`config.mk`:
```
export PLATFORM = sky130hd
export DESIGN_NAME = iq_mux_sample_port
export DESIGN_NICKNAME = d
export VERILOG_FILES = /design/src/hw/iq_port_pkg.sv /design/src/hw/iq_mux_sample_port.sv /design/src/hw/rx_sample_fifo.sv
export SDC_FILE = /design/constraint.sdc
export NUM_CORES = 1
export LEC_CHECK = 0
export ABC_AREA = 1
export BUFFER_PORTS_ARGS = -buffer_cell sky130_fd_sc_hd__buf_2
export CORE_MARGIN = 4
export CORE_UTILIZATION = 61
export DETAILED_ROUTE_END_ITERATION = 16
export HOLD_SLACK_MARGIN = 0.15
export PLACE_DENSITY = 0.91
export SLEW_MARGIN = 30
export SYNTH_ARGS = -nofsm -noshare
export SYNTH_HDL_FRONTEND = slang
export SYNTH_SLANG_ARGS = --single-unit
```
`constraint.sdc`:
```
create_clock -name sys_clk_i -period 8.5 [get_ports sys_clk_i]
set_input_delay 0.425 -clock sys_clk_i [delete_from_list [all_inputs] [get_ports sys_clk_i]]
set_output_delay 0.425 -clock sys_clk_i [all_outputs]
set_load 0.03 [all_outputs]
```
`src/hw/iq_port_pkg.sv`:
```
// Shared constants of the I/Q sample port: word coding, pipeline taps,
// trim widths and rates.
// Assumes one system clock; the conversion clock arrives as a level.
package iq_port_pkg;
  localparam int WORD_W = 10;
  localparam int OFFSET_W = 6;
  localparam int CM_W = 2;
  localparam int FIFO_DEPTH = 4;
  localparam int PAIR_W = 2 * WORD_W;
  // Offset-binary reference codes
  localparam logic [9:0] CODE_ZERO = 10'h200;
  localparam logic [9:0] CODE_POS_FULL = 10'h3FF;
  localparam logic [9:0] CODE_NEG_FULL = 10'h000;
  localparam logic [9:0] PULLUP_WORD = 10'h3FF;
  // Receive pipeline, counted in half conversion cycles
  localparam int PIPE_STAGES = 11;
  localparam int I_OUT_TAP = 9;
  localparam int Q_OUT_TAP = 10;
  // Rates
  localparam int SYS_CLK_MHZ = 20;
  localparam int TX_MAX_CONV_MHZ = 45;
  // Two system cycles per conversion period is the best this port can see
  localparam int CONV_MIN_SYS_CYCLES = 2;
  typedef enum logic [0:0] {TX_WAIT_I, TX_HAVE_I} tx_phase_t;
endpackage

```
`src/hw/iq_mux_sample_port.sv`:
```
// Digital sample port of a dual receive and dual transmit converter pair:
// multiplexed receive output bus, multiplexed transmit input bus.
// Assumes the conversion clock and all pins are synchronous to sys_clk_i
// and run at most half the system clock rate.
//
// Summary of operation
// - Both receive channels sampled together on conversion rising edge.
// - One output bus: in-phase on rising, quadrature on falling edge.
// - Latency: five cycles for in-phase, five and a half for quadrature.
// - Receive samples advance a stage every half conversion cycle.
// - Receive words are ten-bit offset binary, zero at midscale.
// - Receive bus floats in power states and two serial states.
// - Both transmit channels share one ten-bit bus, words alternating.
// - In-phase transmit word is captured on the falling conversion edge.
// - Quadrature word on rising edge; both outputs update together.
// - Transmit: 1023 top, 0 bottom, zero between 511 and 512.
// - Transmit path accepts conversion clocks up to half the system clock, 10 MHz at 20 MHz.
// - Each bus, receive and transmit, is disabled on its own.
// - Offset trim per transmit channel; selectable common-mode level.
// - Receive bus bit 9 is the MSB, bit 0 the LSB.
// - Undriven transmit bus lines read high through weak pull-ups.
`timescale 1ns/1ps
`default_nettype none
module iq_mux_sample_port (
  input wire logic sys_clk_i,
  input wire logic rst_i,
  input wire logic conv_clk_i,
  input wire logic [9:0] rx_inphase_channel_i,
  input wire logic [9:0] rx_quadrature_channel_i,
  input wire logic rx_core_valid_i,
  output logic rx_core_ready_o,
  input wire logic powerdown_state_i,
  input wire logic idle_state_i,
  input wire logic reference_only_state_i,
  input wire logic serial_cfg_state_b_i,
  input wire logic serial_cfg_state_d_i,
  input wire logic rx_bus_enable_i,
  input wire logic tx_bus_enable_i,
  input wire logic [5:0] tx_inphase_offset_i,
  input wire logic [5:0] tx_quadrature_offset_i,
  input wire logic [1:0] tx_common_mode_sel_i,
  output logic [9:0] rx_sample_bus_o,
  output logic rx_sample_bus_oe_o,
  input wire logic [9:0] tx_sample_bus_i,
  input wire logic tx_sample_bus_driven_i,
  output logic [9:0] tx_inphase_channel_o,
  output logic [9:0] tx_quadrature_channel_o,
  output logic tx_update_o,
  output logic [1:0] tx_common_mode_o
);
  localparam int W = iq_port_pkg::WORD_W;
  localparam int PW = iq_port_pkg::PAIR_W;
  localparam int NS = iq_port_pkg::PIPE_STAGES;

  // Saturating offset trim, offset is two's complement
  function automatic logic [9:0] trim(input logic [9:0] code,
                                      input logic [5:0] off);
    logic signed [11:0] sum;
    sum = $signed({2'b00, code}) + $signed({{6{off[5]}}, off});
    if (sum < 0) begin
      trim = iq_port_pkg::CODE_NEG_FULL;
    end else if (sum > $signed({2'b00, iq_port_pkg::CODE_POS_FULL})) begin
      trim = iq_port_pkg::CODE_POS_FULL;
    end else begin
      trim = sum[9:0];
    end
  endfunction

  // Conversion clock edges
  logic conv_q;
  wire rise_edge = conv_clk_i && !conv_q;
  wire fall_edge = !conv_clk_i && conv_q;
  wire any_edge = rise_edge || fall_edge;

  always_ff @(posedge sys_clk_i) begin
    if (rst_i) conv_q <= 1'b0;
    else conv_q <= conv_clk_i;
  end

  // Receive side
  wire rx_off = powerdown_state_i || idle_state_i || reference_only_state_i
    || serial_cfg_state_b_i || serial_cfg_state_d_i || !rx_bus_enable_i;
  wire core_active = !powerdown_state_i && !idle_state_i
    && !reference_only_state_i;
  wire fifo_valid;
  wire [PW-1:0] fifo_data;
  // Drained once per rising edge; an empty FIFO repeats the last pair
  wire fifo_pop = rise_edge && core_active;

  rx_sample_fifo #(
    .WIDTH(PW),
    .DEPTH(iq_port_pkg::FIFO_DEPTH)
  ) u_rx_fifo (
    .sys_clk_i(sys_clk_i),
    .rst_i(rst_i),
    .in_valid_i(rx_core_valid_i),
    .in_ready_o(rx_core_ready_o),
    .in_data_i({rx_inphase_channel_i, rx_quadrature_channel_i}),
    .out_valid_o(fifo_valid),
    .out_ready_i(fifo_pop),
    .out_data_o(fifo_data)
  );

  wire [W-1:0] fifo_i = fifo_data[PW-1:W];
  wire [W-1:0] fifo_q = fifo_data[W-1:0];
  logic [W-1:0] pipe_i [NS];
  logic [W-1:0] pipe_q [NS];

  always_ff @(posedge sys_clk_i) begin
    if (rst_i) begin
      pipe_i[0] <= iq_port_pkg::CODE_ZERO;
      pipe_q[0] <= iq_port_pkg::CODE_ZERO;
    end else if (fifo_pop && fifo_valid) begin
      pipe_i[0] <= fifo_i;
      pipe_q[0] <= fifo_q;
    end
  end

  genvar s;
  generate
    for (s = 1; s < NS; s++) begin : g_pipe
      always_ff @(posedge sys_clk_i) begin
        if (rst_i) begin
          pipe_i[s] <= iq_port_pkg::CODE_ZERO;
          pipe_q[s] <= iq_port_pkg::CODE_ZERO;
        end else if (any_edge && core_active) begin
          pipe_i[s] <= pipe_i[s-1];
          pipe_q[s] <= pipe_q[s-1];
        end
      end
    end
  endgenerate

  // Bus keeps updating while floated outside the power states, so the last word shows on enable
  logic [W-1:0] rx_word_q;
  wire [W-1:0] rx_word_d = rise_edge ? pipe_i[iq_port_pkg::I_OUT_TAP]
                                     : pipe_q[iq_port_pkg::Q_OUT_TAP];

  always_ff @(posedge sys_clk_i) begin
    if (rst_i) rx_word_q <= iq_port_pkg::CODE_ZERO;
    else if (any_edge && core_active) rx_word_q <= rx_word_d;
  end

  // Offset-binary word passes straight out, bit 9 the MSB
  assign rx_sample_bus_o = rx_word_q;
  assign rx_sample_bus_oe_o = !rx_off;

  // Transmit side
  wire tx_on = tx_bus_enable_i && !powerdown_state_i && !idle_state_i
    && !reference_only_state_i;
  wire [W-1:0] tx_bus_eff = tx_sample_bus_driven_i ? tx_sample_bus_i
                          : iq_port_pkg::PULLUP_WORD;

  iq_port_pkg::tx_phase_t phase_q;
  iq_port_pkg::tx_phase_t phase_d;
  logic [W-1:0] tx_i_hold_q;
  logic [W-1:0] tx_i_out_q;
  logic [W-1:0] tx_q_out_q;
  logic tx_update_q;
  logic [1:0] cm_q;
  wire tx_fire = rise_edge && tx_on && (phase_q == iq_port_pkg::TX_HAVE_I);
  // Trim is applied at the update, not at capture, so while enabled the outputs move only on an update
  wire [W-1:0] tx_i_trim =
    trim(tx_i_hold_q, tx_inphase_offset_i);
  wire [W-1:0] tx_q_trim =
    trim(tx_bus_eff, tx_quadrature_offset_i);

  always_comb begin
    phase_d = phase_q;
    unique case (phase_q)
      iq_port_pkg::TX_WAIT_I: if (fall_edge && tx_on) begin
        phase_d = iq_port_pkg::TX_HAVE_I;
      end
      iq_port_pkg::TX_HAVE_I: if (!tx_on) begin
        phase_d = iq_port_pkg::TX_WAIT_I;
      end
    endcase
  end

  // Words alternate on the shared bus; setup by the processor is assumed
  always_ff @(posedge sys_clk_i) begin
    if (rst_i || !tx_on) begin
      phase_q <= iq_port_pkg::TX_WAIT_I;
      tx_i_hold_q <= iq_port_pkg::CODE_ZERO; // Held data lost when off
    end else begin
      phase_q <= phase_d;
      if (fall_edge) tx_i_hold_q <= tx_bus_eff;
    end
  end

  always_ff @(posedge sys_clk_i) begin
    if (rst_i || !tx_on) begin
      tx_i_out_q <= iq_port_pkg::CODE_ZERO;
      tx_q_out_q <= iq_port_pkg::CODE_ZERO;
    end else if (tx_fire) begin
      tx_i_out_q <= tx_i_trim;
      tx_q_out_q <= tx_q_trim;
    end
  end

  always_ff @(posedge sys_clk_i) begin
    if (rst_i) begin
      tx_update_q <= 1'b0;
      cm_q <= '0;
    end else begin
      tx_update_q <= tx_fire;
      cm_q <= tx_common_mode_sel_i;
    end
  end

  // Midscale codes 512/511 straddle zero; outputs rest at midscale
  assign tx_inphase_channel_o = tx_i_out_q;
  assign tx_quadrature_channel_o = tx_q_out_q;
  assign tx_update_o = tx_update_q;
  assign tx_common_mode_o = cm_q;

  // Cycles since the last transmit update, saturating; checker helper only
  localparam logic [1:0] MIN_GAP = 2'(iq_port_pkg::CONV_MIN_SYS_CYCLES - 1);
  logic [1:0] gap_q;

  always_ff @(posedge sys_clk_i) begin
    if (rst_i) begin
      gap_q <= '1;
    end else if (tx_fire) begin
      gap_q <= '0;
    end else if (gap_q != '1) begin
      gap_q <= gap_q + 1'b1;
    end
  end
endmodule
`default_nettype wire

```
`src/hw/rx_sample_fifo.sv`:
```
// Small FIFO that holds receive sample pairs ahead of the pipeline.
// Assumes one clock, synchronous active-high reset.
`timescale 1ns/1ps
`default_nettype none
module rx_sample_fifo #(
  parameter int WIDTH = 20,
  parameter int DEPTH = 4
) (
  input wire logic sys_clk_i,
  input wire logic rst_i,
  input wire logic in_valid_i,
  output logic in_ready_o,
  input wire logic [WIDTH-1:0] in_data_i,
  output logic out_valid_o,
  input wire logic out_ready_i,
  output logic [WIDTH-1:0] out_data_o
);
  localparam int PTR_W = $clog2(DEPTH);
  localparam int CNT_W = PTR_W + 1;
  localparam logic [CNT_W-1:0] FULL_CNT = CNT_W'(DEPTH);
  localparam logic [PTR_W-1:0] LAST_PTR = PTR_W'(DEPTH - 1);

  logic [WIDTH-1:0] mem_q [DEPTH];
  logic [PTR_W-1:0] wr_ptr_q;
  logic [PTR_W-1:0] rd_ptr_q;
  logic [CNT_W-1:0] count_q;
  wire push = in_valid_i && in_ready_o;
  wire pop = out_valid_o && out_ready_i;
  wire [PTR_W-1:0] wr_next = (wr_ptr_q == LAST_PTR) ? '0 : wr_ptr_q + 1'b1;
  wire [PTR_W-1:0] rd_next = (rd_ptr_q == LAST_PTR) ? '0 : rd_ptr_q + 1'b1;

  assign in_ready_o = (count_q != FULL_CNT);
  assign out_valid_o = (count_q != '0);
  assign out_data_o = mem_q[rd_ptr_q];

  always_ff @(posedge sys_clk_i) begin
    if (push) begin
      mem_q[wr_ptr_q] <= in_data_i;
    end
  end

  always_ff @(posedge sys_clk_i) begin
    if (rst_i) begin
      wr_ptr_q <= '0;
      rd_ptr_q <= '0;
      count_q <= '0;
    end else begin
      if (push) wr_ptr_q <= wr_next;
      if (pop) rd_ptr_q <= rd_next;
      if (push && !pop) count_q <= count_q + 1'b1;
      else if (pop && !push) count_q <= count_q - 1'b1;
    end
  end
endmodule
`default_nettype wire

```
== Word level (Yosys, flattened, before mapping) ==
Memory sizes are Yosys's and may differ from the RTL's. A register that Yosys moved wholly into a read port is not among the register bits.
Cells that the tools add are included.
Storage, ports and cells
  flip-flop bits (word level): 52
  memory bits (writable): 300
  input bits: 56
  output and inout port bits: 35
  logic and storage cells: 132
  memories: 3
Cells by class
  add/sub/neg operators: 6
  $lt $le $gt $ge: 4
  equal/unequal tests: 3
  mux-type cells: 47
  bitwise logic cells: 23
  reductions and logical operators: 35
Memories
  pipe_i: words 11, width 10, read ports 10, clocked after memory_dff 0, write ports 11, RTL line iq_mux_sample_port.sv:106  | logic [W-1:0] pipe_i [NS];
  pipe_q: words 11, width 10, read ports 11, clocked after memory_dff 0, write ports 11, RTL line iq_mux_sample_port.sv:107  | logic [W-1:0] pipe_q [NS];
  u_rx_fifo.mem_q: words 4, width 20, read ports 1, clocked after memory_dff 1, write ports 1, RTL line rx_sample_fifo.sv:23  | logic [WIDTH-1:0] mem_q [DEPTH];
Operator list (count)
  $mux W10: 28
  $add A11 B6 Y12: 2
  $gt A12 B11 Y1 const B: 2
  $lt A12 B1 Y1 const B: 2
  $or A1 B1 Y1: 22
  $logic_and A1 B1 Y1: 16
  $mux W1: 12
  $logic_not A1 Y1: 10
  $mux W2: 4
  $logic_or A1 B1 Y1: 7
  $mux W3: 2
  $add A2 B1 Y2 const B: 2
  $eq A2 B2 Y1 const B: 2
  $add A3 B1 Y3 const B: 1
  $ne A3 B3 Y1 const B: 1
  $reduce_bool A3 Y1: 1
  $sub A3 B1 Y3 const B: 1
  $pmux W1 S2: 1
  $reduce_bool A2 Y1: 1
  $not A1 Y1: 1

== Longest topological paths before layout ==
  word-level depth: 9
  gate-level depth with buffers: 15
  mapped depth without buffers: 15

== Hierarchy ==
Synthesis repeated with hierarchy kept, for this count alone.
Second synthesis, totals
  cell total of the unflattened synthesis: 1330
  area total of the unflattened synthesis: 14472.6 µm²
By module, submodules not included
  iq_mux_sample_port: instances 1, cells an instance 1067, area each 11028.1 µm²
  rx_sample_fifo: instances 1, cells an instance 263, area each 3444.6 µm²

== Least setup slack after synthesis ==
OpenSTA, ideal clock, no wires.
  path kind: input to register
  start: input conv_clk_i
  end: register rx_word_q[0] (netlist: rx_sample_bus_o[0])
  arrival time: 6632 ps
  required time: 8371 ps
  setup slack: 1739 ps
  stages: 8
  buffers on the path: 0
  cell sequence: inv_1 -> ha_1 -> nor2_2 -> inv_2 -> nand2_1 -> clkinv_1 -> nand2_1 -> o21ai_0
Between the ends
  word-level cells in the longest chain between the ends: 4
Ends and longest elaborated chain
  from (decl): RTL line iq_mux_sample_port.sv:27  | input wire logic conv_clk_i,
  $logic_not A1 Y1: RTL line iq_mux_sample_port.sv:72  | wire fall_edge = !conv_clk_i && conv_q;
  $logic_and A1 B1 Y1: RTL line iq_mux_sample_port.sv:72
  $logic_or A1 B1 Y1: RTL line iq_mux_sample_port.sv:73  | wire any_edge = rise_edge || fall_edge;
  $logic_and A1 B1 Y1: RTL line iq_mux_sample_port.sv:141  | else if (any_edge && core_active) rx_word_q <= rx_word_d;
  to (signal assigned): RTL line iq_mux_sample_port.sv:140  | if (rst_i) rx_word_q <= iq_port_pkg::CODE_ZERO;
  to (signal assigned): RTL line iq_mux_sample_port.sv:141
  to (decl): RTL line iq_mux_sample_port.sv:135  | logic [W-1:0] rx_word_q;
Several ways; a longest one is shown, not always the timed one.
A chain may end at the register's enable or synchronous reset.

== Worst setup path after layout ==
  start: register conv_q
  end: register rx_word_q[7] (netlist: rx_sample_bus_o[7])
Between the ends
  word-level cells in the longest chain between the ends: 4
Ends and longest elaborated chain
  from (decl): RTL line iq_mux_sample_port.sv:70  | logic conv_q;
  from (signal assigned): RTL line iq_mux_sample_port.sv:77  | else conv_q <= conv_clk_i;
  $logic_not A1 Y1: RTL line iq_mux_sample_port.sv:71  | wire rise_edge = conv_clk_i && !conv_q;
  $logic_and A1 B1 Y1: RTL line iq_mux_sample_port.sv:71
  $logic_or A1 B1 Y1: RTL line iq_mux_sample_port.sv:73
  $logic_and A1 B1 Y1: RTL line iq_mux_sample_port.sv:141
Several ways; a longest one is shown, not always the timed one.

==> out/qor.yml <==
yosys_warnings: 0
rsz0062_at_grt: "false"
crit_chain: "ha_1 > nor2_2 > inv_2 > nand2_4 > buf_4 > clkinv_1 > nand2_1 > o21ai_0"
synth_top_area_share_pct: 57.4
crit_path_start_kind: "register"
num_rows: 57
vdd.ir_drop.worst_uv: 181
whs_ns: 0.188
drv_cap: 0
grt_usage_pct: 19.6
hold_path_depth: 3
reg2reg_slack_ns: 5.39
diodes: 0
cts_tree: "yes"
drt-total-wl_microns: 27500
drtAntennaViolNets: 0
cellLeakagePower_nw: 6.59
drc: 0
layout_commonest_cell: "edfxtp_1"
synth.avg_cell_area_sq_um: 11.6
max_stage_delay_ns: 0.81
period_needed_ns: 3.11
syn2layout_area_growth_pct: 12.3
syn-num-nets: 1401
fin_worst_skew_ns: 0.0289
vias: 9055
die_y_microns: 166
drtPass1Iterations: 5
min_path_type: "in -> reg"
grt_first_pass_wirelength_microns: 44400
required_ns: 8.85
routedWlPerCell_microns: 15.5
slew_headroom_pct: 36.9
crit_slowest_cell: "buf_4"
reg2reg_depth: 8
insertion_delay_ns: 0.52
crit_buf_inv: 3
via_per_inst: 5.11
hold_viol: 0
synth.area.mux_share_pct: 0.660
outcome: "complete, no violations"
finalSetupViolCount: 0
drv_slew: 0
root_buffer: "clkbuf_16"
setup_tns_ns: 0
dpl-instance-area_sq_um: 15800
power.density_nw_per_um2: 211
final_cell_mix: "edfxtp_1, inv_1, nor2_1, nand2_1, nor2_4"
fin_nets: 1512
drive_gt1_share_pct: 17.8
coreArea_sq_um: 24400
final_core_util_pct: 69.8
fin_crit_sh_pct: 36.6
ys_seq_elements: 344
port_buffers: 90
num_io_pins: 91
netlist_instances: 1311
synthXorXnorAreaFrac_pct: 0.809
synth_area_sq_um: 15200
final_area_sq_um: 17000
fmax_mhz: 322
cts_buffers: 34
gp_congestion: 0.873
fp.dieW_microns: 166
synth-main-ff-cell: "edfxtp_1"
crit_type: "reg -> reg"
yosysSeqAreaShare_pct: 64.5
overflow: 0
synth_edf_count: 290
cts.sinks: 344
yosys.area_share.simple_pct: 18.0
crit_family: "buffers and inverters"
cts.path.max_buffers: 3
worstHoldStart: "conv_clk_i"
synth_top_family_by_area: "simple AND/OR/NAND/NOR gates"
grt_pass1_vias: 9301
grt_start_max_net_pins: 116
drtIter0Drc: 739
synthTopCellsByArea: "edfxtp_1, nor2_4, dfxtp_1"
cp.arrival_ns: 3.46
synth_compound_area_share_pct: 4.70
antenna_found_initial: 0
endpoint_kind: "register"
path_clk_slew_ns: 0.06
fp.dieArea_sq_um: 27400
reg2reg_from: "conv_q$_SDFF_PP0_"
cts_resized: 0
hold_end: "conv_q$_SDFF_PP0_"
yosys.area.top_type: "edfxtp_1"
dp_hpwl_microns: 16700
crit_fanout: 68
h-tree-depth: 2
tightestPinTransition_ns: 0.944
async_reset_ff_share_pct: 0
initial_utilization_pct: 62.2
synth_fa_ha_area_share_pct: 2.95
yosysUniqueCellTypes: 40
r2r-end: "rx_sample_bus_o[7]$_SDFFE_PP0P_"
## synthesized netlist by cell type, types with 2 or more instances
library cell / n
buf_2: 5
o21ai_0: 54
xnor2_1: 8
fa_1: 3
inv_2: 3
edfxtp_1: 290
o21bai_1: 2
dfxtp_1: 54
nor2_1: 175
nand2_1: 159
a21oi_1: 68
mux2i_1: 10
nand4_1: 3
buf_12: 10
o221ai_1: 2
nor2_4: 101
a21o_1: 2
or2_1: 19
clkbuf_1: 23
nand2_2: 2
a21oi_4: 2
inv_1: 236
xor2_1: 6
buf_1: 6
ha_1: 31
nand3_1: 23
## per-stage QoR
stage,std cells,worst slack [ns],total power [W]
after detailed placement,1688,4.97,0.00219
after CTS,1771,5.35,0.00361
after floorplan,1311,1.74,0.00213
final,1771,5.39,0.00359
after global routing,1771,5.11,0.00372
after global placement,1687,5.13,0.00218
## cell families after synthesis
kind of cell / count (synthesis)
muxes: 10
xor gates and xnor gates: 14
and+or+nand+nor: 490
DFF: 344
adders and majority gates: 34
buffers and inverters: 286
AOI/OAI and AO/OA: 133
## area by class of cell
cell class	count	area [sq um]
sequential	344	9790
fill	1638	7360
multi-input combinational	681	4120
inverter	240	908
clock buffer	44	898
timing repair buffer	121	754
tap	324	405
clock inverter	17	148
## flip-flops by register name (all words and copies together), names as in the netlist, named ones only
| name | cells |
|---|---|
| conv_q | 1 |
| tx_update_o | 1 |
| tx_quadrature_channel_o | 10 |
| phase_q | 1 |
| pipe_i | 100 |
| tx_common_mode_o | 2 |
| pipe_q | 110 |
| tx_inphase_channel_o | 10 |
| tx_i_hold_q | 10 |
| rx_sample_bus_o | 10 |
| u_rx_fifo.rd_ptr_q | 2 |
| u_rx_fifo.mem_q | 80 |
| u_rx_fifo.count_q | 3 |
| u_rx_fifo.wr_ptr_q | 2 |
## what timing repair did
item | in CTS | in global routing
setup endpoints to repair | 0 | 0
hold buffers | 22 | 0
hold endpoints to repair | 82 | 0
buffers inserted | 0 | 0
## power by group
group	leakage [nW]	internal [W]	switching, W
logic	2.81	0.0000726	0.000170
registers	3.28	0.00191	0.0000247
clock network	0.509	0.000812	0.000607
total	6.59	0.00279	0.000802
## worst reg2reg max path, stage by stage, from the launching register on
cell      delay, ns
dfxtp_1        0.31
ha_1           0.28
nor2_2         0.15
inv_2          0.08
nand2_4        0.61
buf_4          0.82
clkinv_1       0.47
nand2_1        0.16
o21ai_0        0.09
## routing by layer
layer	wire [microns]	global-route usage, %	up-vias	share of wire, %
met5	0	0	-	0
met4	828	7.60	0	3.0
met3	1280	3.29	67	4.7
met2	15200	36.7	302	55
met1	10200	22.4	4262	37
li1	-	-	4424	-
## worst max path at each step
stage          cells after the start                               to               from  slack [ns]
6_report                           8  rx_sample_bus_o[7]$_SDFFE_PP0P_  conv_q$_SDFF_PP0_        5.39
3_5_place_dp                      10  rx_sample_bus_o[5]$_SDFFE_PP0P_       idle_state_i        4.97
2_1_floorplan                      8  rx_sample_bus_o[0]$_SDFFE_PP0P_         conv_clk_i        1.74
4_1_cts                            8  rx_sample_bus_o[7]$_SDFFE_PP0P_  conv_q$_SDFF_PP0_        5.35
3_3_place_gp                      10  rx_sample_bus_o[1]$_SDFFE_PP0P_       idle_state_i        5.13
5_1_grt                            8  rx_sample_bus_o[0]$_SDFFE_PP0P_  conv_q$_SDFF_PP0_        5.11
(Power assumes the default switching activity.)
